### config.mk
export PLATFORM = sky130hd
export DESIGN_NAME = port0_flow_control_select
export DESIGN_NICKNAME = d
export VERILOG_FILES = /design/src/core/fc_sel_pkg.sv /design/src/core/port0_flow_control_select.sv /design/src/core/fc_resolve.sv
export SDC_FILE = /design/constraint.sdc
export NUM_CORES = 1
export LEC_CHECK = 0
export BUFFER_PORTS_ARGS = -buffer_cell sky130_fd_sc_hd__buf_2
export CAP_MARGIN = 20
export CORE_MARGIN = 5
export CORE_UTILIZATION = 39
export DETAILED_ROUTE_END_ITERATION = 6
export HOLD_SLACK_MARGIN = 0.05
export PLACE_DENSITY = 0.95
export SETUP_SLACK_MARGIN = 0.05
export SYNTH_ARGS = -nofsm -noshare
export SYNTH_HDL_FRONTEND = slang
export SYNTH_SLANG_ARGS = --single-unit
### constraint.sdc
create_clock -name SYS_CLK_I -period 2.8 [get_ports SYS_CLK_I]
set_clock_uncertainty 0.05 [all_clocks]
set_input_delay 0.42 -clock SYS_CLK_I [delete_from_list [all_inputs] [get_ports SYS_CLK_I]]
set_output_delay 0.42 -clock SYS_CLK_I [all_outputs]
set_load 0.02 [all_outputs]
### src/core/fc_sel_pkg.sv
package fc_sel_pkg;

    localparam logic [8:0]  FC0_OFFSET     = 9'h1A8;
    localparam int          BIT_BP_EN      = 6;
    localparam int          BIT_DUPLEX     = 5;
    localparam int          BIT_RX_STATUS  = 4;
    localparam int          BIT_TX_STATUS  = 3;
    localparam int          BIT_RX_EN      = 2;
    localparam int          BIT_TX_EN      = 1;
    localparam int          BIT_SELECT     = 0;
    localparam logic [31:0] WRITABLE_MASK  = 32'h0000_0047;
    localparam logic        SELECT_MAC_VAL = 1'b1;

    // Register access request from the device's internal register path.
    typedef struct packed {
        logic        wr;
        logic        rd;
        logic [8:0]  addr;
        logic [31:0] wdata;
    } reg_req_t;

    // Strap values, as sampled at reset or rewritten by the loader.
    typedef struct packed {
        logic backpressure;
        logic pause;
        logic select;
        logic duplex_half;
    } strap_set_t;

    // Negotiated or forced link state feeding the in-force status bits.
    typedef struct packed {
        logic an_enable;
        logic an_duplex_half;
        logic an_rx_pause;
        logic an_tx_pause;
    } link_state_t;

endpackage

### src/core/port0_flow_control_select.sv
// How it works
// - Bit 6 is writable backpressure enable for half duplex.
// - Bit 5 reads duplex in force: 1 half, 0 full.
// - Bit 4 reads receive pause in force, manual or negotiated.
// - Bit 3 reads transmit pause in force.
// - Bit 2 is writable receive pause enable, used when manual or no negotiation.
// - Bit 1 is writable transmit pause enable, used when manual or no negotiation.
// - Select 0 with negotiation on: negotiated result wins, enables ignored.
// - Select 1: enables alone set pause while in full duplex.
// - MAC mode forces select to 1 and makes it read only.
// - MAC mode select defaults 1, untouched by loader rewrites.
// - Writable bits default from straps and follow loader rewrites.
// - Status bits derive from several straps and follow rewrites.
// - Writes never touch the emulated PHY advertisement.
module port0_flow_control_select (
    // Clock and reset
    input  wire logic                      SYS_CLK_I,
    input  wire logic                      SYS_RST_I,
    // Register access
    input  wire fc_sel_pkg::reg_req_t      REG_REQ_I,
    output logic [31:0]                    REG_RDATA_O,
    output logic                           REG_RVALID_O,
    // Straps and loader
    input  wire fc_sel_pkg::strap_set_t    STRAP_I,
    input  wire logic                      LOADER_WR_I,
    input  wire logic                      MAC_MODE_I,
    // Negotiation state
    input  wire fc_sel_pkg::link_state_t   LINK_I,
    // Flow control outputs
    output logic                           BACKPRESSURE_EN_O,
    output logic                           DUPLEX_HALF_O,
    output logic                           RX_PAUSE_O,
    output logic                           TX_PAUSE_O
);
    import fc_sel_pkg::*;

    logic       backpressure_en;
    logic       rx_en;
    logic       tx_en;
    logic       select;
    logic       duplex_strap;
    logic       started;
    logic       hit_wr;
    logic       hit_rd;
    logic       load;
    logic       select_eff;
    logic       res_dup;
    logic       res_rx;
    logic       res_tx;
    logic [31:0] next_rdata;

    // Only this one offset is decoded; every other address belongs to another register.
    function automatic logic is_fc0(input logic [8:0] addr);
        return addr == FC0_OFFSET;
    endfunction

    // Straps are driven by same-clock strap logic, so no synchroniser is used.
    assign hit_wr = REG_REQ_I.wr && is_fc0(REG_REQ_I.addr);
    assign hit_rd = REG_REQ_I.rd && is_fc0(REG_REQ_I.addr);
    // The first clocked cycle after release captures straps; later loads follow the loader.
    assign load   = !started || LOADER_WR_I;
    assign select_eff = MAC_MODE_I ? SELECT_MAC_VAL : select;

    always_ff @(posedge SYS_CLK_I) begin
        if (SYS_RST_I) begin
            started <= 1'b0;
        end else begin
            started <= 1'b1;
        end
    end

    // A loader rewrite lands after the software write in the same cycle, since it is newer config.
    always_ff @(posedge SYS_CLK_I) begin
        if (SYS_RST_I) begin
            backpressure_en <= 1'b0;
            rx_en           <= 1'b0;
            tx_en           <= 1'b0;
            duplex_strap    <= 1'b0;
        end else if (load) begin
            backpressure_en <= STRAP_I.backpressure;
            rx_en           <= STRAP_I.pause;
            tx_en           <= STRAP_I.pause;
            duplex_strap    <= STRAP_I.duplex_half;
        end else if (hit_wr) begin
            backpressure_en <= REG_REQ_I.wdata[BIT_BP_EN];
            rx_en           <= REG_REQ_I.wdata[BIT_RX_EN];
            tx_en           <= REG_REQ_I.wdata[BIT_TX_EN];
        end
    end

    always_ff @(posedge SYS_CLK_I) begin
        if (SYS_RST_I) begin
            select <= SELECT_MAC_VAL;
        end else if (MAC_MODE_I) begin
            select <= SELECT_MAC_VAL;
        end else if (load) begin
            select <= STRAP_I.select;
        end else if (hit_wr) begin
            select <= REG_REQ_I.wdata[BIT_SELECT];
        end
    end

    // The advertisement register lives elsewhere and has no path from this block.
    fc_resolve fc_resolve_i (
        .select_i       (select_eff),
        .rx_en_i        (rx_en),
        .tx_en_i        (tx_en),
        .duplex_strap_i (duplex_strap),
        .link_i         (LINK_I),
        .duplex_half_o  (res_dup),
        .rx_pause_o     (res_rx),
        .tx_pause_o     (res_tx)
    );

    always_comb begin
        next_rdata                = 32'h0000_0000;
        next_rdata[BIT_BP_EN]     = backpressure_en;
        next_rdata[BIT_DUPLEX]    = res_dup;
        next_rdata[BIT_RX_STATUS] = res_rx;
        next_rdata[BIT_TX_STATUS] = res_tx;
        next_rdata[BIT_RX_EN]     = rx_en;
        next_rdata[BIT_TX_EN]     = tx_en;
        next_rdata[BIT_SELECT]    = select_eff;
    end

    always_ff @(posedge SYS_CLK_I) begin
        if (SYS_RST_I) begin
            REG_RDATA_O  <= 32'h0000_0000;
            REG_RVALID_O <= 1'b0;
        end else begin
            REG_RVALID_O <= hit_rd;
            if (hit_rd) begin
                REG_RDATA_O <= next_rdata;
            end
        end
    end

    always_ff @(posedge SYS_CLK_I) begin
        if (SYS_RST_I) begin
            BACKPRESSURE_EN_O <= 1'b0;
            DUPLEX_HALF_O     <= 1'b0;
            RX_PAUSE_O        <= 1'b0;
            TX_PAUSE_O        <= 1'b0;
        end else begin
            BACKPRESSURE_EN_O <= backpressure_en && res_dup;
            DUPLEX_HALF_O     <= res_dup;
            RX_PAUSE_O        <= res_rx;
            TX_PAUSE_O        <= res_tx;
        end
    end

    chk_mac_select_high: assert property (@(posedge SYS_CLK_I) disable iff (SYS_RST_I)
        MAC_MODE_I && !$past(SYS_RST_I) |=> select) else $error("select not forced in MAC mode");

    chk_write_bp_lands: assert property (@(posedge SYS_CLK_I) disable iff (SYS_RST_I)
        hit_wr && !load |=> backpressure_en == $past(REG_REQ_I.wdata[BIT_BP_EN]))
        else $error("backpressure write lost");

    chk_loader_pause: assert property (@(posedge SYS_CLK_I) disable iff (SYS_RST_I)
        LOADER_WR_I |=> rx_en == $past(STRAP_I.pause) && tx_en == $past(STRAP_I.pause))
        else $error("loader pause strap not applied");

    chk_read_reserved: assert property (@(posedge SYS_CLK_I) disable iff (SYS_RST_I)
        REG_RVALID_O |-> REG_RDATA_O[31:7] == 25'h0) else $error("reserved bits nonzero");

    chk_manual_pause: assert property (@(posedge SYS_CLK_I) disable iff (SYS_RST_I)
        select_eff && !res_dup |=> RX_PAUSE_O == $past(rx_en) && TX_PAUSE_O == $past(tx_en))
        else $error("manual pause not applied");

    chk_auto_pause: assert property (@(posedge SYS_CLK_I) disable iff (SYS_RST_I)
        !select_eff && LINK_I.an_enable && !res_dup |=> RX_PAUSE_O == $past(LINK_I.an_rx_pause))
        else $error("negotiated pause not applied");

    chk_status_bits: assert property (@(posedge SYS_CLK_I) disable iff (SYS_RST_I)
        REG_REQ_I.rd && REG_REQ_I.addr == FC0_OFFSET |=>
        REG_RVALID_O && REG_RDATA_O[5:3] == $past({res_dup, res_rx, res_tx}))
        else $error("status readback wrong");

    chk_half_no_pause: assert property (@(posedge SYS_CLK_I) disable iff (SYS_RST_I)
        res_dup |=> !RX_PAUSE_O && !TX_PAUSE_O) else $error("pause active in half duplex");

    chk_duplex_strap: assert property (@(posedge SYS_CLK_I) disable iff (SYS_RST_I)
        LOADER_WR_I |=> duplex_strap == $past(STRAP_I.duplex_half))
        else $error("duplex strap not applied");

    chk_reset_straps: assert property (@(posedge SYS_CLK_I) disable iff (SYS_RST_I)
        !started |=> backpressure_en == $past(STRAP_I.backpressure)
        && rx_en == $past(STRAP_I.pause))
        else $error("strap defaults not loaded after reset");

    chk_write_rx_lands: assert property (@(posedge SYS_CLK_I) disable iff (SYS_RST_I)
        hit_wr && !load |=> rx_en == $past(REG_REQ_I.wdata[BIT_RX_EN]))
        else $error("receive pause enable write lost");

    chk_write_tx_lands: assert property (@(posedge SYS_CLK_I) disable iff (SYS_RST_I)
        hit_wr && !load |=> tx_en == $past(REG_REQ_I.wdata[BIT_TX_EN]))
        else $error("transmit pause enable write lost");

    chk_write_select: assert property (@(posedge SYS_CLK_I) disable iff (SYS_RST_I)
        hit_wr && !load && !MAC_MODE_I |=> select == $past(REG_REQ_I.wdata[BIT_SELECT]))
        else $error("select write lost");

    chk_loader_bp: assert property (@(posedge SYS_CLK_I) disable iff (SYS_RST_I)
        LOADER_WR_I |=> backpressure_en == $past(STRAP_I.backpressure))
        else $error("loader backpressure strap not applied");

    chk_loader_select: assert property (@(posedge SYS_CLK_I) disable iff (SYS_RST_I)
        LOADER_WR_I && !MAC_MODE_I |=> select == $past(STRAP_I.select))
        else $error("loader select strap not applied");

    chk_mac_loader_keep: assert property (@(posedge SYS_CLK_I) disable iff (SYS_RST_I)
        MAC_MODE_I && LOADER_WR_I |=> select) else $error("loader changed select in MAC mode");

    chk_mac_readback: assert property (@(posedge SYS_CLK_I) disable iff (SYS_RST_I)
        hit_rd && MAC_MODE_I |=> REG_RDATA_O[BIT_SELECT])
        else $error("select reads low in MAC mode");

    chk_auto_tx_pause: assert property (@(posedge SYS_CLK_I) disable iff (SYS_RST_I)
        !select_eff && LINK_I.an_enable && !res_dup |=> TX_PAUSE_O == $past(LINK_I.an_tx_pause))
        else $error("negotiated transmit pause not applied");

    chk_duplex_link: assert property (@(posedge SYS_CLK_I) disable iff (SYS_RST_I)
        LINK_I.an_enable |=> DUPLEX_HALF_O == $past(LINK_I.an_duplex_half))
        else $error("negotiated duplex not applied");

    chk_duplex_fallback: assert property (@(posedge SYS_CLK_I) disable iff (SYS_RST_I)
        !LINK_I.an_enable |=> DUPLEX_HALF_O == $past(duplex_strap))
        else $error("strap duplex not applied");

    chk_bp_half_only: assert property (@(posedge SYS_CLK_I) disable iff (SYS_RST_I)
        !res_dup |=> !BACKPRESSURE_EN_O) else $error("backpressure active in full duplex");

    chk_enable_readback: assert property (@(posedge SYS_CLK_I) disable iff (SYS_RST_I)
        hit_rd |=> REG_RDATA_O[BIT_BP_EN] == $past(backpressure_en)
        && REG_RDATA_O[BIT_RX_EN] == $past(rx_en) && REG_RDATA_O[BIT_TX_EN] == $past(tx_en))
        else $error("enable readback wrong");

endmodule // port0_flow_control_select

### src/core/fc_resolve.sv
module fc_resolve (
    // Settings
    input  wire logic                      select_i,
    input  wire logic                      rx_en_i,
    input  wire logic                      tx_en_i,
    input  wire logic                      duplex_strap_i,
    input  wire fc_sel_pkg::link_state_t   link_i,
    // Resolved flow control
    output logic                           duplex_half_o,
    output logic                           rx_pause_o,
    output logic                           tx_pause_o
);
    import fc_sel_pkg::*;

    always_comb begin
        duplex_half_o = link_i.an_enable ? link_i.an_duplex_half : duplex_strap_i;
        if (duplex_half_o) begin
            // Pause frames only exist in full duplex.
            rx_pause_o = 1'b0;
            tx_pause_o = 1'b0;
        end else if (!select_i && link_i.an_enable) begin
            rx_pause_o = link_i.an_rx_pause;
            tx_pause_o = link_i.an_tx_pause;
        end else begin
            rx_pause_o = rx_en_i;
            tx_pause_o = tx_en_i;
        end
    end

endmodule // fc_resolve

## After elaboration in Yosys (flattened, before gate mapping)

Cells that the tools add are included.

| word-level totals | value |
|---|---|
| bits in registers | 18 |
| output and inout bits | 37 |

| cells by class | value |
|---|---|
| equality and inequality tests | 1 |
| mux-type cells | 15 |
| reduce and logical (&&, ||, !) cells | 9 |

Operators with widths:

| kind | count |
|---|---|
| 1-bit two-way mux | 15 |
| 9-bit equality test (second input constant) | 1 |
| 1-bit logical AND | 4 |
| 1-bit logical NOT | 2 |
| 2-bit nonzero test | 1 |
| 2-bit OR reduction | 1 |
| 1-bit logical OR | 1 |

## Longest topological paths before layout

Gate-level depths: netlist of run 1.

| logic depth | value |
|---|---|
| depth after elaboration | 5 |
| depth in mapped cells | 4 |
| mapped depth without buffers | 3 |

## Modules after synthesis

Synthesis of run 1 repeated with hierarchy kept, for this count alone.

| second synthesis, totals | value |
|---|---|
| cell total of the unflattened synthesis | 105 |
| area total of the unflattened synthesis | 1058.5 um2 |

By module, submodules not included:

| module | instances | cells an instance | area each (um2) |
|---|---|---|---|
| port0_flow_control_select | 1 | 98 | 999.7 |
| fc_resolve | 1 | 7 | 58.8 |

## Least setup slack after synthesis of run 1

No wires, ideal clock.

| timing | value |
|---|---|
| path kind | in2reg |
| from | input port REG_REQ_I[33] (netlist name) |
| to | register REG_RDATA_O[5] |
| data arrival time | 1.252 ns |
| path slack | 1.366 ns |
| stages on the path | 3 |
| path buffers | 0 |
| cell sequence | or4b_4 > nor4_1 > nor3_1 |

| on the way | value |
|---|---|
| word-level cells in the longest chain between the ends | 2 |

RTL lines:

| element | RTL line | RTL |
|---|---|---|
| from (decl) | port0_flow_control_select.sv:20 | `input wire fc_sel_pkg::reg_req_t REG_REQ_I,` |
| 9-bit equality test | port0_flow_control_select.sv:54 | `return addr == FC0_OFFSET;` |
| 1-bit logical AND | port0_flow_control_select.sv:59 | `assign hit_rd = REG_REQ_I.rd && is_fc0(REG_REQ_I.addr);` |
| to (signal assigned) | port0_flow_control_select.sv:133 | `REG_RDATA_O <= next_rdata;` |
| to (decl) | port0_flow_control_select.sv:21 | `output logic [31:0] REG_RDATA_O,` |

No other way between the ends.
A chain may end at the register's enable or synchronous reset.

## Final worst setup path of run 1

| timing | value |
|---|---|
| from | register started |
| to | register select |

| on the way | value |
|---|---|
| word-level cells in the longest chain between the ends | 3 |
| elaborated cells on any way between the ends | 4 |

RTL lines:

| element | RTL line | RTL |
|---|---|---|
| from (decl) | port0_flow_control_select.sv:42 | `logic started;` |
| from (signal assigned) | port0_flow_control_select.sv:66 | `started <= 1'b0;` |
| from (signal assigned) | port0_flow_control_select.sv:68 | `started <= 1'b1;` |
| 1-bit logical NOT * | port0_flow_control_select.sv:61 | `assign load = !started \|\| LOADER_WR_I;` |
| 1-bit logical OR * | port0_flow_control_select.sv:61 |  |
| 1-bit two-way mux or 2-bit nonzero test (tied branches) | - |  |
| to (signal assigned) | port0_flow_control_select.sv:97 | `select <= STRAP_I.select;` |
| to (signal assigned) | port0_flow_control_select.sv:99 | `select <= REG_REQ_I.wdata[BIT_SELECT];` |
| to (decl) | port0_flow_control_select.sv:40 | `logic select;` |

Mark *: on every way between the ends. The rest lies on a longest branch, timed or not.

==> impl_metrics.py, run 1 <==
metrics = {
    "outcome": {
        "run_status": "complete, no violations",
    },
    "worst_setup_path": {
        "critical-path-slowest-cell": "a2111oi_0",
        "critical_path_class": "register to register",
        "timing.critical_path.max_delay_family": "compound AO/OA/AOI/OAI gates",
        "timing.critical_path.arrival_ns": 1.55,
        "setup.worst_path.start_class": "register",
        "critical_path_peak_fanout": 9,
        "critical_path_required_ns": 2.93,
        "critical-path-max-stage-delay_ns": 0.54,
        "endpoint_kind": "register",
        "worstPathBufferInverterCount": 0,
        "cp_cell_sequence": "nand2b_1 > a2111oi_0 > mux2i_1",
        "timing.reg2reg.setup_slack_ns": 1.38,
    },
    "clock_network": {
        "clock-sinks": 18,
        "cts_setup_buffers": 0,
        "cts.htree.levels": 1,
        "cts_made_buffers": 3,
        "clk_latency_ns": 0.30,
        "cts_tree": "yes",
        "cts.repair.resized": 0,
        "clock_tree.root_cell": "clkbuf_4",
        "ctsHoldBuffers": 0,
        "clk_transition_reported_paths_ns": 0.10,
        "ctsLongestPathBuffers": 2,
    },
    "cells_and_area": {
        "postLayoutCellArea_sq_mm": 0.00116,
        "drive_above_1_share_pct": 33.8,
        "area_growth_pct": 14.9,
        "final_cell_mix": "buf_2 (38), conb_1 (25), dfxtp_1 (18), mux2i_1 (7)",
        "final_core_util_pct": 46.8,
        "count_of_nets_after_finishing": 198,
        "antenna_cells": 0,
        "mostFrequentLayoutCell": "buf_2",
    },
    "floorplanning": {
        "core-area_sq_mm": 0.00248,
        "io_pins": 92,
        "die_w_microns": 60.9,
        "die-height_microns": 60.9,
        "dieArea_sq_mm": 0.00371,
        "num_rows": 18,
        "effective_utilization_at_floorplan_pct": 40.8,
    },
    "sta": {
        "min_period_over_period_pct": 50.6,
        "hold_violations": 0,
        "worst_pin_slew_ns": 0.484,
        "unrepaired_setup_endpoints_after_global_routing": "no",
        "setup_tns_ns": 0,
        "slew_headroom_pct": 67.3,
        "slew_viol_final": 0,
        "timing.hold.ws_ns": 0.306,
        "fmax_ghz": 0.705,
        "setup_violations": 0,
        "timing.final.crit_period_ns": 1.42,
    },
    "pwr": {
        "p_per_area_mw_per_mm2": 455,
        "swShare_pct": 28.9,
        "net_switching_component_of_the_power_uw": 153,
        "internal_power_uw": 375,
        "power.ir.vdd_worst_mv": 0.230,
        "pwr-share-clk_pct": 30.5,
        "seq_power_share_pct": 51.0,
        "power.share.combinational_pct": 18.5,
        "power.leakage_uw": 0.000557,
    },
    "yosys": {
        "synth-seq-area-share_pct": 35.7,
        "ys_seq_elements": 18,
        "ys_dominant_reg_cell": "dfxtp_1",
        "synthesis.area_sq_mm": 0.00101,
        "synth-edff-count": 0,
        "synth_warnings": 0,
        "synth_async_sr_flop_share_pct": 0,
        "netlist_instances": 105,
        "yosysUniqueCellTypes": 34,
        "avgSynthCellArea_sq_um": 9.62,
    },
    "drt": {
        "vias_per_cell": 5.06,
        "ant_nets": 0,
        "drt_pass1_iterations": 4,
        "drt-total-wl_microns": 2240,
        "drc": 0,
        "average_detailed_routed_wire_length_per_instance_microns": 13.0,
        "num_vias": 870,
        "drt-initial-drc-count": 16,
    },
    "run": {
        "maxCapViolations": 0,
    },
    "grt": {
        "grt_start_max_net_pins": 15,
        "overflow": 0,
        "grt_pass1_vias": 795,
        "grt_util_all_layers_pct": 11.9,
        "global_route_wire_length_before_repair_microns": 3330,
        "antenna_found_initial": 0,
    },
    "min_path": {
        "worstHoldPathType": "input pin to register",
    },
    "placement": {
        "place_hpwl_microns": 1840,
        "placed_cell_area_sq_mm": 0.00112,
        "number_of_port_buffers": 38,
        "gpl.final_weighted_congestion": 0.754,
    },
}
[flip-flops by register name, indices dropped and copies added, names as in the netlist]
signal	count
backpressure_en	1
RX_PAUSE_O	1
REG_RDATA_O	7
tx_en	1
DUPLEX_HALF_O	1
TX_PAUSE_O	1
rx_en	1
BACKPRESSURE_EN_O	1
duplex_strap	1
started	1
REG_RVALID_O	1
select	1
[power groups by stage]
stage          Clock, uW  Sequential, uW  Combinational, uW
6_report             161             269               97.7
5_1_grt              175             271                107
4_1_cts              165             269               96.7
3_5_place_dp           0             275               96.5
3_3_place_gp           0             275               95.1
2_1_floorplan          0             278               88.8
[worst paths after layout]
check                              start  cells after the start                           to
max                      started$_DFF_P_                      3          select$_SDFFE_PP1P_
min                           STRAP_I[0]                      3    duplex_strap$_SDFFE_PP0N_
max reg2reg              started$_DFF_P_                      3          select$_SDFFE_PP1P_
min reg2reg  REG_RDATA_O[1]$_SDFFE_PP0P_                      2  REG_RDATA_O[1]$_SDFFE_PP0P_
[worst reg2reg max path, stage by stage (launching register included)]
cell and delay [ns]:
dfxtp_1 0.34, nand2b_1 0.24, a2111oi_0 0.54, mux2i_1 0.13
[Yosys cell counts, types with 2 or more instances]
cell type,n,area share [%]
nand4_1,4,2.5
mux2i_1,7,6.9
dfxtp_1,18,36
o31ai_1,3,2.2
clkbuf_1,3,1.1
a211oi_1,4,3.0
a21oi_1,3,1.5
and2_1,2,1.2
a31oi_1,2,1.2
buf_4,25,19
a311oi_1,3,2.6
o32ai_1,2,1.7
nand2b_1,2,1.2
nand2_1,2,0.74
nor2_1,2,0.74
inv_1,2,0.74
nor3_1,4,2.0
[cell type report]
cell class | instances | area [sq um]
fillers | 266 | 1320
multi-input cells | 80 | 528
flip-flops and latches | 18 | 360
repair buffers | 38 | 190
well taps | 30 | 37.5
clock buffers | 4 | 36.3
inverters | 2 | 7.51
[routing by layer]
metal / global-route usage [%] / part of all wire, % / vias to the layer above / routed length, microns
met5: 0 / 0 / - / 0
met4: 3.10 / 0.36 / 0 / 8
met3: 3.40 / 13 / 2 / 282
met2: 21.5 / 46 / 51 / 1030
met1: 13.6 / 41 / 401 / 922
li1: - / - / 416 / -
[cells by family (layout without fill, tap and decap cells)]
group	Yosys count	count (layout)	synth area share, %
other	1	25	0.371
multiplexers	8	8	8.05
AND/OR/NAND/NOR	28	28	20.9
AO/OA/AOI/OAI	19	19	14.0
flip-flops	18	18	35.7
buffers and inverters	31	44	20.9
[through the flow]
stage	instances	total power, uW	setup WS [ns]
after floorplan	129	366	1.37
after global placement	168	370	1.17
after detailed placement	168	372	1.14
after CTS	172	531	1.44
after global routing	172	553	1.36
final	172	528	1.38
(Power assumes the default switching activity.)
==> run 2, diff against run 1 <==
CORE_UTILIZATION = 37   (was 39)
PLACE_DENSITY = 0.91   (was 0.95)
clock period = 1.4 ns   (was 2.8 ns; I/O delays follow)
==> run 2 against run 1 <==
  * Clock power grew 58%
  * Utilization is 2.8 points lower
  * Global-route usage down 0.54 points
  * Via count fell by 3.4%
  * Fmax is 18% higher
  * Die area rose by 4.5%
  * Worst hold slack worse by 0.20 ns
  * Setup slack worse by 1.2 ns
  * Register-to-register slack got worse by 1.2 ns
  * Power grew 89%
==> impl_metrics.py, run 2 (same netlist as run 1, synthesis figures left out) <==
metrics = {
    "outcome": {
        "run_status": "complete, no violations",
    },
    "pwr": {
        "internal_power_uw": 698,
        "swShare_pct": 29.9,
        "power.share.combinational_pct": 20.4,
        "p_per_area_mw_per_mm2": 842,
        "seq_power_share_pct": 54.1,
        "power.ir.vdd_worst_mv": 0.554,
        "net_switching_component_of_the_power_uw": 298,
        "design_power_total_uw": 996,
        "power.leakage_uw": 0.000571,
        "pwr-share-clk_pct": 25.5,
    },
    "clock_network": {
        "cts_made_buffers": 3,
        "clk_transition_reported_paths_ns": 0.09,
        "cts.htree.levels": 1,
        "ctsLongestPathBuffers": 2,
        "clock-sinks": 18,
        "cts_tree": "yes",
        "ctsHoldBuffers": 0,
        "clk_latency_ns": 0.29,
        "clock_tree.root_cell": "clkbuf_4",
    },
    "grt": {
        "grt_util_all_layers_pct": 11.3,
        "overflow": 0,
        "use_met2_pct": 17.4,
        "antenna_found_initial": 0,
        "global_route_wire_length_before_repair_microns": 3550,
        "met1_usage_pct": 14.2,
        "grt_pass1_vias": 784,
        "grt_start_max_net_pins": 15,
        "global_route.usage.met3_pct": 4.50,
        "grt_busiest_layer": "met2",
    },
    "sta": {
        "timing.final.crit_period_ns": 1.20,
        "setup_violations": 0,
        "slew_viol_final": 0,
        "hold_violations": 0,
        "timing.hold.ws_ns": 0.106,
        "min_period_over_period_pct": 85.8,
        "worst_pin_slew_ns": 0.495,
        "slew_headroom_pct": 66.5,
        "fmax_ghz": 0.832,
        "unrepaired_setup_endpoints_after_global_routing": "no",
    },
    "floorplanning": {
        "effective_utilization_at_floorplan_pct": 37.6,
        "die-height_microns": 62.2,
        "core-area_sq_mm": 0.00269,
        "io_pins": 92,
        "dieArea_sq_mm": 0.00387,
        "num_rows": 19,
        "die_w_microns": 62.2,
    },
    "worst_setup_path": {
        "timing.reg2reg.setup_slack_ns": 0.20,
        "critical_path_peak_fanout": 3,
        "critical_path.startpoint": "select$_SDFFE_PP1P_",
        "endpoint_kind": "register",
        "setup.worst_path.start_class": "register",
        "timing.rr.start": "select$_SDFFE_PP1P_",
        "critical_path_required_ns": 1.52,
        "r2r_cells": 3,
        "critical_path_class": "register to register",
        "r2r-end": "REG_RDATA_O[3]$_SDFFE_PP0P_",
        "timing.critical_path.arrival_ns": 1.32,
        "worst_setup_path_endpoint": "REG_RDATA_O[3]$_SDFFE_PP0P_",
    },
    "cells_and_area": {
        "postLayoutCellArea_sq_mm": 0.00118,
        "mostFrequentLayoutCell": "buf_2",
        "final_cell_mix": "buf_2 (38), conb_1 (25), dfxtp_1 (18), mux2i_1 (7)",
        "max_flop_register": "REG_RDATA_O",
        "count_of_nets_after_finishing": 202,
        "antenna_cells": 0,
        "drive_above_1_share_pct": 35.9,
        "final_core_util_pct": 44.0,
        "largest_reg_flops": 7,
        "area_growth_pct": 17.1,
    },
    "drt": {
        "num_vias": 840,
        "average_detailed_routed_wire_length_per_instance_microns": 12.9,
        "drt-initial-drc-count": 12,
        "drc": 0,
        "drt-total-wl_microns": 2280,
        "drt_pass1_iterations": 4,
        "vias_per_cell": 4.77,
        "ant_nets": 0,
    },
    "placement": {
        "number_of_port_buffers": 38,
        "placed_cell_area_sq_mm": 0.00115,
        "gpl.final_weighted_congestion": 0.779,
        "place_hpwl_microns": 1910,
    },
    "min_path": {
        "worstHoldPathType": "input pin to register",
    },
    "run": {
        "maxCapViolations": 0,
    },
}
-- run 2: routing by layer --
metal | vias up | share of wire (%)
li1 | 423 | -
met1 | 366 | 44
met2 | 48 | 42
met3 | 3 | 13
met4 | 0 | 1.1
met5 | - | 0
-- run 2: layout make-up --
type / instances / area (sq um)
Fill cell: 294 / 1500
Multi-Input combinational cell: 80 / 533
Sequential cell: 18 / 360
Timing Repair Buffer: 42 / 220
Tap cell: 31 / 38.8
Clock buffer: 3 / 22.5
Inverter: 2 / 7.51
-- run 2: worst min-delay path by stage --
stage                     slack, ns                          end                   startpoint  cells after the start
after global placement         0.41  REG_RDATA_O[6]$_SDFFE_PP0P_  REG_RDATA_O[6]$_SDFFE_PP0P_                      2
after CTS                      0.11    duplex_strap$_SDFFE_PP0N_                   STRAP_I[0]                      3
after global routing           0.14    duplex_strap$_SDFFE_PP0N_                   STRAP_I[0]                      3
final                          0.11    duplex_strap$_SDFFE_PP0N_                   STRAP_I[0]                      3
after detailed placement       0.41    duplex_strap$_SDFFE_PP0N_                   STRAP_I[0]                      3
after floorplan                0.24        TX_PAUSE_O$_SDFF_PP0_                    SYS_RST_I                      1
-- run 2: worst max-delay path, cell delays in order, from the launching register on --
cell and delay [ns]:
dfxtp_1 0.34, nor3b_2 0.28, mux2i_1 0.30, o32ai_1 0.11
-- run 2: power by group through the flow --
stage | logic (uW) | clock network [uW] | registers, uW
5_1_grt | 221 | 272 | 542
6_report | 203 | 254 | 539
3_3_place_gp | 197 | 0 | 550
3_5_place_dp | 200 | 0 | 551
2_1_floorplan | 178 | 0 | 555
4_1_cts | 200 | 254 | 539
-- run 2: what timing repair did --
action                                  4_1_cts  5_1_grt
setup buffers                                 0        0
gates resized for setup                       0        1
endpoints found under the setup margin        0        3
-- run 2: stage by stage --
| step | TNS [ns] | std cells | worst slack, ns |
|---|---|---|---|
| after detailed placement | -0.272 | 173 | -0.0871 |
| after floorplan | 0 | 129 | 0.176 |
| after global placement | -0.0540 | 173 | -0.0174 |
| after CTS | 0 | 176 | 0.0734 |
| after global routing | 0 | 176 | 0.0985 |
| final | 0 | 176 | 0.199 |
